### config.mk
export PLATFORM = sky130hd
export DESIGN_NAME = vtms_core
export DESIGN_NICKNAME = d
export VERILOG_FILES = /design/src/rtl/vtms_core.v /design/src/rtl/vtms_wave_rom.v
export VERILOG_INCLUDE_DIRS = /design/src /design/src/rtl
export SDC_FILE = /design/constraint.sdc
export NUM_CORES = 1
export LEC_CHECK = 0
export ABC_AREA = 1
export BUFFER_PORTS_ARGS = -buffer_cell sky130_fd_sc_hd__clkbuf_2
export CORE_MARGIN = 2
export CORE_UTILIZATION = 61
export DETAILED_ROUTE_END_ITERATION = 8
export PLACE_DENSITY = 0.82
export SYNTH_ARGS = -nofsm -noshare
export SYNTH_HDL_FRONTEND = slang
export SYNTH_SLANG_ARGS = --single-unit
### constraint.sdc
create_clock -name mclk -period 10.18 [get_ports mclk]
set_clock_uncertainty 0.2 [all_clocks]
set_input_delay 1.018 -clock mclk [delete_from_list [all_inputs] [get_ports mclk]]
set_output_delay 1.018 -clock mclk [all_outputs]
set_load 0.1 [all_outputs]
### src/rtl/vtms_consts.vh
`ifndef VTMS_CONSTS_VH
`define VTMS_CONSTS_VH

// register addresses (7-bit register address of a datagram)
`define VTMS_ADDR_STEP_INTERVAL 7'h12
`define VTMS_ADDR_QUIET_THRS 7'h13
`define VTMS_ADDR_INT_VELOCITY 7'h22
`define VTMS_ADDR_WAVE_POS 7'h6A
`define VTMS_ADDR_PHASE_CUR 7'h6B
`define VTMS_ADDR_CHOPCFG 7'h6C
`define VTMS_ADDR_DRV_FLAGS 7'h6F
`define VTMS_ADDR_QUIET_PWMCFG 7'h70
`define VTMS_ADDR_PWM_AMPL 7'h71
`define VTMS_ADDR_PWM_AUTO 7'h72

// reset values and clamp limits
`define VTMS_CHOPCFG_RST 32'h10000053
`define VTMS_QUIET_PWMCFG_RST 32'hC10D0024
`define VTMS_INTERVAL_MAX 20'hFFFFF
`define VTMS_VEL_NEG_LIMIT 24'h800001

// field positions
`define VTMS_CHOP_MRES_LSB 24
`define VTMS_CHOP_MRES_MSB 27
`define VTMS_CHOP_DEDGE 29
`define VTMS_PHASE_B_CURRENT_LSB 16
`define VTMS_AUTO_GRAD_LSB 16

// limits: microstep resolution field capped at 8, phase B offset in table entries
`define VTMS_MRES_MAX 4'h8
`define VTMS_PHASE_B_OFS 10'h100

`endif

### src/rtl/vtms_core.v
`timescale 1ns/1ps
`include "vtms_consts.vh"
module vtms_core
#(
  parameter ACC_W = 24,
  parameter PER_W = 28
)
(
  // clock and reset
  input wire mclk,
  input wire resetn,
  // step and direction from host
  input wire step_in,
  input wire dir_in,
  // register port from the datagram decoder
  input wire [6:0] reg_addr,
  input wire [31:0] reg_wdata,
  input wire reg_we,
  input wire reg_re,
  output reg [31:0] reg_rdata_r,
  output reg reg_rvalid_r,
  // inputs from chopper and regulation logic
  input wire quiet_chopper_en,
  input wire [31:0] driver_status_flags,
  input wire [16:0] pwm_amplitude_result,
  input wire [7:0] auto_pwm_offset,
  input wire [7:0] auto_pwm_gradient,
  // outputs to chopper and pins
  output reg hyst_chopper_sel_r,
  output reg index_out_r,
  output reg motion_dir_r,
  output reg [9:0] wave_table_position_r,
  output wire [8:0] phase_a_current,
  output wire [8:0] phase_b_current,
  output reg [31:0] chopper_configuration_r,
  output reg [31:0] quiet_pwm_configuration_r
);

  reg [19:0] step_interval_r;
  reg [19:0] quiet_chopper_threshold_r;
  reg [23:0] internal_velocity_r;
  reg [ACC_W-1:0] vel_acc_r;
  reg step_d_r;
  reg gen_pulse_r;
  reg [PER_W-1:0] per_cnt_r;
  reg [3:0] last_shift_r;

  wire [3:0] mres_raw;
  wire [3:0] mres;
  wire dedge;
  wire vel_mode;
  wire step_edge;
  wire ext_event;
  wire motion_event;
  wire [3:0] event_shift;
  wire [9:0] ext_inc;
  wire ext_dir;
  wire [23:0] vel_mag;
  wire [ACC_W:0] acc_sum;
  wire [PER_W-1:0] per_shifted;
  wire [PER_W-1:0] idle_shifted;
  wire [19:0] lower_cmp;
  wire [9:0] pos_b;

  function [19:0] vtms_sat20;
    input [PER_W-1:0] val;
    begin
      if (val > {{(PER_W-20){1'b0}}, `VTMS_INTERVAL_MAX})
        vtms_sat20 = `VTMS_INTERVAL_MAX;
      else
        vtms_sat20 = val[19:0];
    end
  endfunction

  // register address decode, used by the write and the read path
  function vtms_hit;
    input [6:0] addr;
    input [6:0] target;
    begin
      vtms_hit = (addr == target);
    end
  endfunction

  // configuration fields
  assign mres_raw =
    chopper_configuration_r[`VTMS_CHOP_MRES_MSB:`VTMS_CHOP_MRES_LSB];
  assign mres = (mres_raw > `VTMS_MRES_MAX) ? `VTMS_MRES_MAX : mres_raw;
  assign dedge = chopper_configuration_r[`VTMS_CHOP_DEDGE];

  // step input edge, both edges when double edge stepping is set
  assign step_edge = dedge ? (step_in ^ step_d_r) : (step_in & ~step_d_r);

  assign vel_mode = (internal_velocity_r != 24'h000000);
  // external steps are ignored while the generator owns the motor
  assign ext_event = step_edge & ~vel_mode;
  assign motion_event = vel_mode ? gen_pulse_r : ext_event;
  assign event_shift = vel_mode ? 4'h0 : mres;
  assign ext_inc = 10'h001 << mres;
  assign ext_dir = dir_in;

  // velocity generator: phase accumulator, carry is one microstep
  assign vel_mag = internal_velocity_r[23] ?
    (24'h000000 - internal_velocity_r) : internal_velocity_r;
  assign acc_sum = {1'b0, vel_acc_r} + {1'b0, vel_mag[ACC_W-1:0]};

  always @(posedge mclk or negedge resetn)
  begin
    if (!resetn)
    begin
      vel_acc_r <= {ACC_W{1'b0}};
      gen_pulse_r <= 1'b0;
    end
    else if (vel_mode)
    begin
      vel_acc_r <= acc_sum[ACC_W-1:0];
      gen_pulse_r <= acc_sum[ACC_W];
    end
    else
    begin
      vel_acc_r <= {ACC_W{1'b0}};
      gen_pulse_r <= 1'b0;
    end
  end

  always @(posedge mclk or negedge resetn)
  begin
    if (!resetn)
      step_d_r <= 1'b0;
    else
      step_d_r <= step_in;
  end

  // direction and index pin
  always @(posedge mclk or negedge resetn)
  begin
    if (!resetn)
    begin
      motion_dir_r <= 1'b0;
      index_out_r <= 1'b0;
    end
    else
    begin
      if (vel_mode)
        motion_dir_r <= internal_velocity_r[23];
      else
        motion_dir_r <= ext_dir;
      if (vel_mode)
        index_out_r <= gen_pulse_r;
      else
        index_out_r <= (wave_table_position_r == 10'h000);
    end
  end

  // wave table position, phase B reads 256 entries ahead
  always @(posedge mclk or negedge resetn)
  begin
    if (!resetn)
      wave_table_position_r <= 10'h000;
    else if (motion_event)
    begin
      if (vel_mode)
      begin
        if (internal_velocity_r[23])
          wave_table_position_r <= wave_table_position_r - 10'h001;
        else
          wave_table_position_r <= wave_table_position_r + 10'h001;
      end
      else if (ext_dir)
        wave_table_position_r <= wave_table_position_r - ext_inc;
      else
        wave_table_position_r <= wave_table_position_r + ext_inc;
    end
  end

  assign pos_b = wave_table_position_r + `VTMS_PHASE_B_OFS;

  vtms_wave_rom u_wave_rom
  (
    .mclk(mclk),
    .resetn(resetn),
    .addr_a(wave_table_position_r),
    .addr_b(pos_b),
    .data_a_r(phase_a_current),
    .data_b_r(phase_b_current)
  );

  // step interval measurement; period spans one event, scaled to
  // 1/256 microsteps by the microsteps the event carried
  assign per_shifted = per_cnt_r >> event_shift;
  assign idle_shifted = per_cnt_r >> last_shift_r;

  always @(posedge mclk or negedge resetn)
  begin
    if (!resetn)
    begin
      per_cnt_r <= {PER_W{1'b0}};
      last_shift_r <= 4'h0;
      step_interval_r <= `VTMS_INTERVAL_MAX;
    end
    else if (motion_event)
    begin
      per_cnt_r <= {{(PER_W-1){1'b0}}, 1'b1};
      last_shift_r <= event_shift;
      step_interval_r <= vtms_sat20(per_shifted);
    end
    else
    begin
      // counter holds at all ones so a long stop never wraps short
      if (per_cnt_r != {PER_W{1'b1}})
        per_cnt_r <= per_cnt_r + {{(PER_W-1){1'b0}}, 1'b1};
      if (idle_shifted > {{(PER_W-20){1'b0}}, `VTMS_INTERVAL_MAX})
        step_interval_r <= `VTMS_INTERVAL_MAX;
    end
  end

  // quiet chopper threshold with hysteresis; a larger interval means
  // a slower motor, so the quiet chopper sits above the threshold
  assign lower_cmp = quiet_chopper_threshold_r -
    {4'h0, quiet_chopper_threshold_r[19:4]} - 20'h00001;

  always @(posedge mclk or negedge resetn)
  begin
    if (!resetn)
      hyst_chopper_sel_r <= 1'b0;
    else if (!quiet_chopper_en)
      hyst_chopper_sel_r <= 1'b1;
    else if (quiet_chopper_threshold_r == 20'h00000)
      hyst_chopper_sel_r <= 1'b0;
    else if (!hyst_chopper_sel_r)
    begin
      if (step_interval_r < lower_cmp)
        hyst_chopper_sel_r <= 1'b1;
    end
    else if (step_interval_r >= quiet_chopper_threshold_r)
      hyst_chopper_sel_r <= 1'b0;
  end

  // register writes; read-only addresses ignore writes
  always @(posedge mclk or negedge resetn)
  begin
    if (!resetn)
    begin
      quiet_chopper_threshold_r <= 20'h00000;
      internal_velocity_r <= 24'h000000;
      chopper_configuration_r <= `VTMS_CHOPCFG_RST;
      quiet_pwm_configuration_r <= `VTMS_QUIET_PWMCFG_RST;
    end
    else if (reg_we)
    begin
      if (vtms_hit(reg_addr, `VTMS_ADDR_QUIET_THRS))
        quiet_chopper_threshold_r <= reg_wdata[19:0];
      if (vtms_hit(reg_addr, `VTMS_ADDR_INT_VELOCITY))
      begin
        // the most negative code is not a legal speed
        if (reg_wdata[23:0] == 24'h800000)
          internal_velocity_r <= `VTMS_VEL_NEG_LIMIT;
        else
          internal_velocity_r <= reg_wdata[23:0];
      end
      if (vtms_hit(reg_addr, `VTMS_ADDR_CHOPCFG))
        chopper_configuration_r <= reg_wdata;
      if (vtms_hit(reg_addr, `VTMS_ADDR_QUIET_PWMCFG))
        quiet_pwm_configuration_r <= reg_wdata;
    end
  end

  // register reads; write-only and unmapped addresses read zero,
  // and a read changes nothing in the motor path
  always @(posedge mclk or negedge resetn)
  begin
    if (!resetn)
    begin
      reg_rdata_r <= 32'h00000000;
      reg_rvalid_r <= 1'b0;
    end
    else
    begin
      reg_rvalid_r <= reg_re;
      if (reg_re)
      begin
        reg_rdata_r <= 32'h00000000;
        if (vtms_hit(reg_addr, `VTMS_ADDR_STEP_INTERVAL))
          reg_rdata_r <= {12'h000, step_interval_r};
        if (vtms_hit(reg_addr, `VTMS_ADDR_WAVE_POS))
          reg_rdata_r <= {22'h000000, wave_table_position_r};
        if (vtms_hit(reg_addr, `VTMS_ADDR_PHASE_CUR))
          reg_rdata_r <= {{7{phase_b_current[8]}}, phase_b_current,
            {7{phase_a_current[8]}}, phase_a_current};
        if (vtms_hit(reg_addr, `VTMS_ADDR_CHOPCFG))
          reg_rdata_r <= chopper_configuration_r;
        if (vtms_hit(reg_addr, `VTMS_ADDR_DRV_FLAGS))
          reg_rdata_r <= driver_status_flags;
        if (vtms_hit(reg_addr, `VTMS_ADDR_QUIET_PWMCFG))
          reg_rdata_r <= quiet_pwm_configuration_r;
        if (vtms_hit(reg_addr, `VTMS_ADDR_PWM_AMPL))
          reg_rdata_r <= {15'h0000, pwm_amplitude_result};
        if (vtms_hit(reg_addr, `VTMS_ADDR_PWM_AUTO))
          reg_rdata_r <= {8'h00, auto_pwm_gradient, 8'h00,
            auto_pwm_offset};
      end
    end
  end

endmodule // vtms_core

### src/rtl/vtms_wave_rom.v
`timescale 1ns/1ps
// two-port sine wave table, 1024 entries, signed 9-bit, registered reads
module vtms_wave_rom
(
  // clock and reset
  input wire mclk,
  input wire resetn,
  // read ports
  input wire [9:0] addr_a,
  input wire [9:0] addr_b,
  output reg [8:0] data_a_r,
  output reg [8:0] data_b_r
);

  // quarter wave by a parabola; peak 255, saves a stored table
  function [8:0] vtms_sine;
    input [9:0] addr;
    reg [8:0] i;
    reg [17:0] prod;
    reg [8:0] mag;
    begin
      i = addr[8] ? (9'h100 - {1'b0, addr[7:0]}) : {1'b0, addr[7:0]};
      prod = i * (9'h1FF - i + 9'h001);
      mag = (prod[17:8] > 10'h0FF) ? 9'h0FF : prod[16:8];
      vtms_sine = addr[9] ? (9'h000 - mag) : mag;
    end
  endfunction

  always @(posedge mclk or negedge resetn)
  begin
    if (!resetn)
    begin
      data_a_r <= 9'h000;
      data_b_r <= 9'h000;
    end
    else
    begin
      data_a_r <= vtms_sine(addr_a);
      data_b_r <= vtms_sine(addr_b);
    end
  end

endmodule // vtms_wave_rom
==> run metrics, run 1 <==
Worst-path clk slew 70 ps; floorplan die height 197 um; DR iter-0 viols 2159; CP Max Fanout 21; final hold violation count 0; io pins 239; Routed Antenna Nets 0; IO buf count 238; CP max-delay cell dfrtp_1; share of the yosys chip area belonging to registers 27.9%; HP Class in2async; final worst-path cycle share 83.2%; Data arrival, critical path 8750 ps; core area 0.0365 mm^2; final-stage net count 3700; Synth Cell Area 0.0226 mm^2; Worst-Margin Slew 1240 ps; unrepaired setup endpoints after global routing no; status completed; slowest stage delay, CP 830 ps; Synth cell types 57; CP Capture Type flip-flop; DR pass1 iterations 6; relative slew slack 17.2%; Setup crit start wave_table_position_r[0]; cell mode on critical path nand2_1; Routed wire per std cell 19.6 um; Remaining DRCs 0; vias per inst 5.95; # resized after CTS 0; predominant post-synthesis flop cell dfrtp_1; TritonCTS clock tree yes; Synth Area per Inst 7.31 um^2; MaxCap Viol Count 0; Setup Fix Bufs, Post-CTS 0; layout cells sized above 1 12.1%; Syn Inst Count 3092; drt total wl 74500 um; fin area 0.0252 mm^2; Num Clock Sinks 250; Detail Placement HPWL 59700 um; Synth area leader dfrtp_1; Fill cells 3184; Seq cells post-synth 250; CP Class reg2reg; Die X 197 um; EDFF count, synth 0; CP required 10450 ps; clock latency on the worst-skew pair 590 ps; Pins Over Slew Limit 0; CTS Buffer Depth 3; vias in the first global route 21700; Rows 70; antenna violations before repair 1; Fin Setup TNS 0 ps; pin count of the biggest net entering global routing 125; Buf/Inv on CP 10; final setup violation count 0; wire length of the first global-routing pass 116000 um; Area contributors post-synth dfrtp_1, nand2_1, ha_1; Finished Layout Cells 3791; GRT Resource Usage Total 38.3%; Post-synth ARST share 100%; worst r2r src wave_table_position_r[0]; Final min period 8470 ps; Final Wtd Congestion 1.03; Initial Util 61.9%; area fraction of the dominant cell type after synthesis 24.0%; root buf cell clkbuf_16; CTS Buf Count 29; htree depth 1; CP Launch Type flip-flop; total grt overflow 0; Vias 22600; die area 0.0386 mm^2; CP delay by family, top adder cells; hold buffers post-CTS 0; Layout area overhead 11.3%; final core occ 68.9%; placed instance area 0.0242 mm^2; DP Cell Count 3736; Ys Warns 0; FMAX 118 MHz
[area by class of cell]
class	count	area [um^2]	share of cell area (%)
inverter	459	1730	6.87
clock buffer	42	845	3.36
antenna	1	2.50	0.00994
multi-input combinational	2310	14300	56.7
clock inverter	12	165	0.656
sequential	250	6300	25.0
tap	468	586	2.33
timing repair buffer	249	1280	5.10
[flip-flops by register name (all words and copies together) (netlist names), 20 cells and up]
register                   count
chopper_configuration_r       32
internal_velocity_r           24
per_cnt_r                     28
quiet_chopper_threshold_r     20
quiet_pwm_configuration_r     32
reg_rdata_r                   32
step_interval_r               20
vel_acc_r                     24
[worst paths after layout]
kind / slack [ps] / cells after the start / to
max in group asynchronous: 7870 / 2 / reg_rdata_r[28]
worst max register to register: 1710 / 39 / u_wave_rom.data_b_r[8]
min in group mclk: 290 / 1 / reg_rdata_r[26]
worst min-delay path: 280 / 1 / vel_acc_r[15]
worst min register to register: 290 / 1 / reg_rdata_r[26]
worst max-delay path: 1710 / 39 / u_wave_rom.data_b_r[8]
[layer usage]
metal	up-vias	share of wire [%]	global-route usage, %	wire (um)
met1	10800	40	49.7	29700
met5	-	0.021	0	16
li1	10400	-	-	-
met3	229	9.3	7.60	6930
met2	1079	46	62.3	34200
met4	2	4.8	16.9	3600
[cells in the mapped netlist (8+ instances only)]
cell / count
o21ai_0: 259
a221oi_1: 11
nor3_1: 44
a211oi_1: 11
buf_2: 13
a21o_1: 11
o22ai_1: 10
or2_2: 8
inv_1: 446
dfstp_2: 33
nor2_2: 8
nand3_1: 169
nand3b_1: 15
xnor2_1: 29
a31oi_1: 9
ha_1: 179
o21bai_1: 8
nand2_1: 790
xor2_1: 52
clkbuf_1: 58
nand3_2: 25
nand4_1: 57
nor2_1: 237
fa_1: 111
dfrtp_1: 217
o211ai_1: 9
nor4_1: 19
a21oi_1: 148
o21ai_1: 30
[metrics by stage]
stage	hold slack, ps	setup slack [ps]
2_1_floorplan	244	2160
3_3_place_gp	263	2160
3_5_place_dp	268	1860
4_1_cts	281	1790
5_1_grt	307	969
6_report	275	1710
[cell usage in the layout, fill, tap and decap left out, drive strengths merged, types with 2 or more instances in the layout]
| master | netlist | final |
|---|---|---|
| a211oi | 11 | 11 |
| a21boi | 2 | 2 |
| a21o | 11 | 11 |
| a21oi | 148 | 148 |
| a221oi | 11 | 11 |
| a22oi | 2 | 2 |
| a31oi | 9 | 9 |
| a41oi | 4 | 4 |
| buf | 29 | 12 |
| bufinv | 0 | 3 |
| clkbuf | 58 | 279 |
| clkinv | 6 | 11 |
| clkinvlp | 0 | 3 |
| conb | 2 | 16 |
| dfrtp | 217 | 217 |
| dfstp | 33 | 33 |
| fa | 111 | 111 |
| ha | 179 | 179 |
| inv | 453 | 454 |
| nand2 | 793 | 793 |
| nand3 | 196 | 196 |
| nand3b | 15 | 15 |
| nand4 | 58 | 58 |
| nor2 | 251 | 251 |
| nor3 | 47 | 47 |
| nor4 | 20 | 20 |
| o2111ai | 2 | 2 |
| o211ai | 9 | 9 |
| o21a | 6 | 6 |
| o21ai | 291 | 291 |
| o21bai | 8 | 8 |
| o22ai | 10 | 10 |
| o31ai | 6 | 6 |
| or2 | 9 | 9 |
| xnor2 | 29 | 29 |
| xor2 | 52 | 52 |
[kinds of logic after synthesis]
family,after synthesis,share of synthesized area [%]
simple gates,1390,26.9
buf+inv,546,9.44
compound gates,533,12.9
fa+ha+maj,290,19.7
flops,250,27.9
xor+xnor,81,3.14
other cells,2,0.0332
Power of run 1 is left out: the tool's default activity adds up to more than one toggle a clock period on the data nets, which glitch-free logic cannot reach.
==> run 2: changes to the inputs <==
==> constraint.sdc (replaced) <==
create_clock -name mclk -period 8.4 [get_ports mclk]
set_clock_uncertainty 0.2 [all_clocks]
set_input_delay 0.84 -clock mclk [delete_from_list [all_inputs] [get_ports mclk]]
set_output_delay 0.84 -clock mclk [all_outputs]
set_load 0.1 [all_outputs]
==> run 2 against run 1 <==
  * Hold slack lost 130 ps
  * Non-clock buffer count grew 7
  * Sequential share of layout area barely moved
  * Via count down 0.16%
  * Global-route usage up 0.11 points
  * Highest routed layer is now met4
==> run metrics, run 2 (synthesis results as in run 1) <==
status completed; Setup Fix Bufs, Post-CTS 0; GR Layer Usage met1 50.6%; CP Capture Type flip-flop; CP Max Fanout 8; Final min period 7650 ps; final core occ 68.9%; Routed Antenna Nets 0; Fin Hold WS 143 ps; MaxCap Viol Count 0; Worst-Margin Slew 1170 ps; Initial Util 61.9%; clock latency on the worst-skew pair 580 ps; HP Class in2async; Rows 70; drt total wl 74000 um; CTS Buffer Depth 3; Fin Setup TNS 0 ps; final setup violation count 0; root buf cell clkbuf_16; commonest non-fill, non-tap cell in the layout nand2_1; CTS Buf Count 29; grt met2 use 61.9%; final-stage net count 3707; DR iter-0 viols 1984; layout cells sized above 1 12.5%; CP Launch Type flip-flop; GRT Resource Usage Total 38.4%; Setup crit start wave_table_position_r[1]; most frequent cells in the layout nand2_1, inv_1, o21ai_0; Routed wire per std cell 19.5 um; vias per inst 5.93; Remaining DRCs 0; IO buf count 238; hold buffers post-CTS 0; TritonCTS clock tree yes; DR pass1 iterations 8; Data arrival, critical path 7900 ps; Antenna diodes 0; largest registers chopper_configuration_r (32), quiet_pwm_configuration_r (32), reg_rdata_r (32); Num Clock Sinks 250; Vias 22500; pin count of the biggest net entering global routing 131; Worst R2R Setup Slack 750 ps; wire length of the first global-routing pass 117000 um; # resized after CTS 0; CP Class reg2reg; total grt overflow 0; worst r2r src wave_table_position_r[1]; busiest grt layer met2; FMAX 131 MHz; relative slew slack 21.7%; met3 Use GR 7.20%; io pins 239; reg2reg path depth 43; cell mode on critical path nand2_1; final worst-path cycle share 91.1%; Critical R2R Capture u_wave_rom.data_a_r[6]; Fill cells 3177; unrepaired setup endpoints after global routing no; CP required 8650 ps; vias in the first global route 22100; Detail Placement HPWL 59300 um; CP max-delay cell fa_1; Worst-path clk slew 70 ps; final hold violation count 0; Layout area overhead 11.3%; Final Wtd Congestion 1.03; core area 0.0365 mm^2; floorplan die height 197 um; Die X 197 um; Pins Over Slew Limit 0; die area 0.0386 mm^2; htree depth 1; slowest stage delay, CP 510 ps; antenna violations before repair 0
## run 2: changes by cell type in the layout (fill, tap and decap cells not counted), moves of 2 or more
cell,previous run,this run
inv_6,0,4
buf_4,11,18
clkbuf_8,7,4
clkbuf_1,6,1
clkinv_2,3,7
clkinvlp_4,3,5
inv_2,7,9
## run 2: worst max-delay path, delay by kind of cell, from the launching register on
| family | cells | cell delay, ps |
|---|---|---|
| buffers and inverters | 10 | 930 |
| adders and majority gates | 8 | 3120 |
| and+or+nand+nor | 23 | 2440 |
| AOI/OAI and AO/OA | 2 | 380 |
| DFF | 1 | 460 |
## run 2: worst max-delay path by stage
stage	end	slack, ps	cells past startpoint
2_1_floorplan	u_wave_rom.data_a_r[6]	380	41
3_3_place_gp	u_wave_rom.data_b_r[6]	940	38
3_5_place_dp	u_wave_rom.data_b_r[8]	670	37
4_1_cts	u_wave_rom.data_b_r[8]	630	37
5_1_grt	u_wave_rom.data_b_r[8]	40	43
6_report	u_wave_rom.data_a_r[6]	750	43
## run 2: cell type report
cell class              count  area [um^2]  share of cell area (%)
multi-input cells        2310        14300                    56.7
flip-flops and latches    250         6300                    25.0
inverters                 459         1730                    6.86
repair buffers            256         1340                    5.31
clock buffers              34          785                    3.12
well taps                 468          586                    2.33
clock inverters            19          176                   0.701
## run 2: through the flow
| stage | area [um^2] | worst slack, ps | instances |
|---|---|---|---|
| after floorplan | 22700 | 385 | 3106 |
| after global placement | 24200 | 941 | 3743 |
| after global routing | 25200 | 35.1 | 3796 |
| after detailed placement | 24200 | 673 | 3743 |
| final | 25200 | 749 | 3796 |
| after CTS | 25200 | 633 | 3796 |
## run 2: layer usage
metal	share of wire [%]	routed length, um	vias to the layer above
met5	0	0	-
met4	5.1	3780	0
met3	9.2	6780	246
met2	45	33500	1082
met1	40	29900	10700
li1	-	-	10500
Power of run 2 is left out for the same reason.
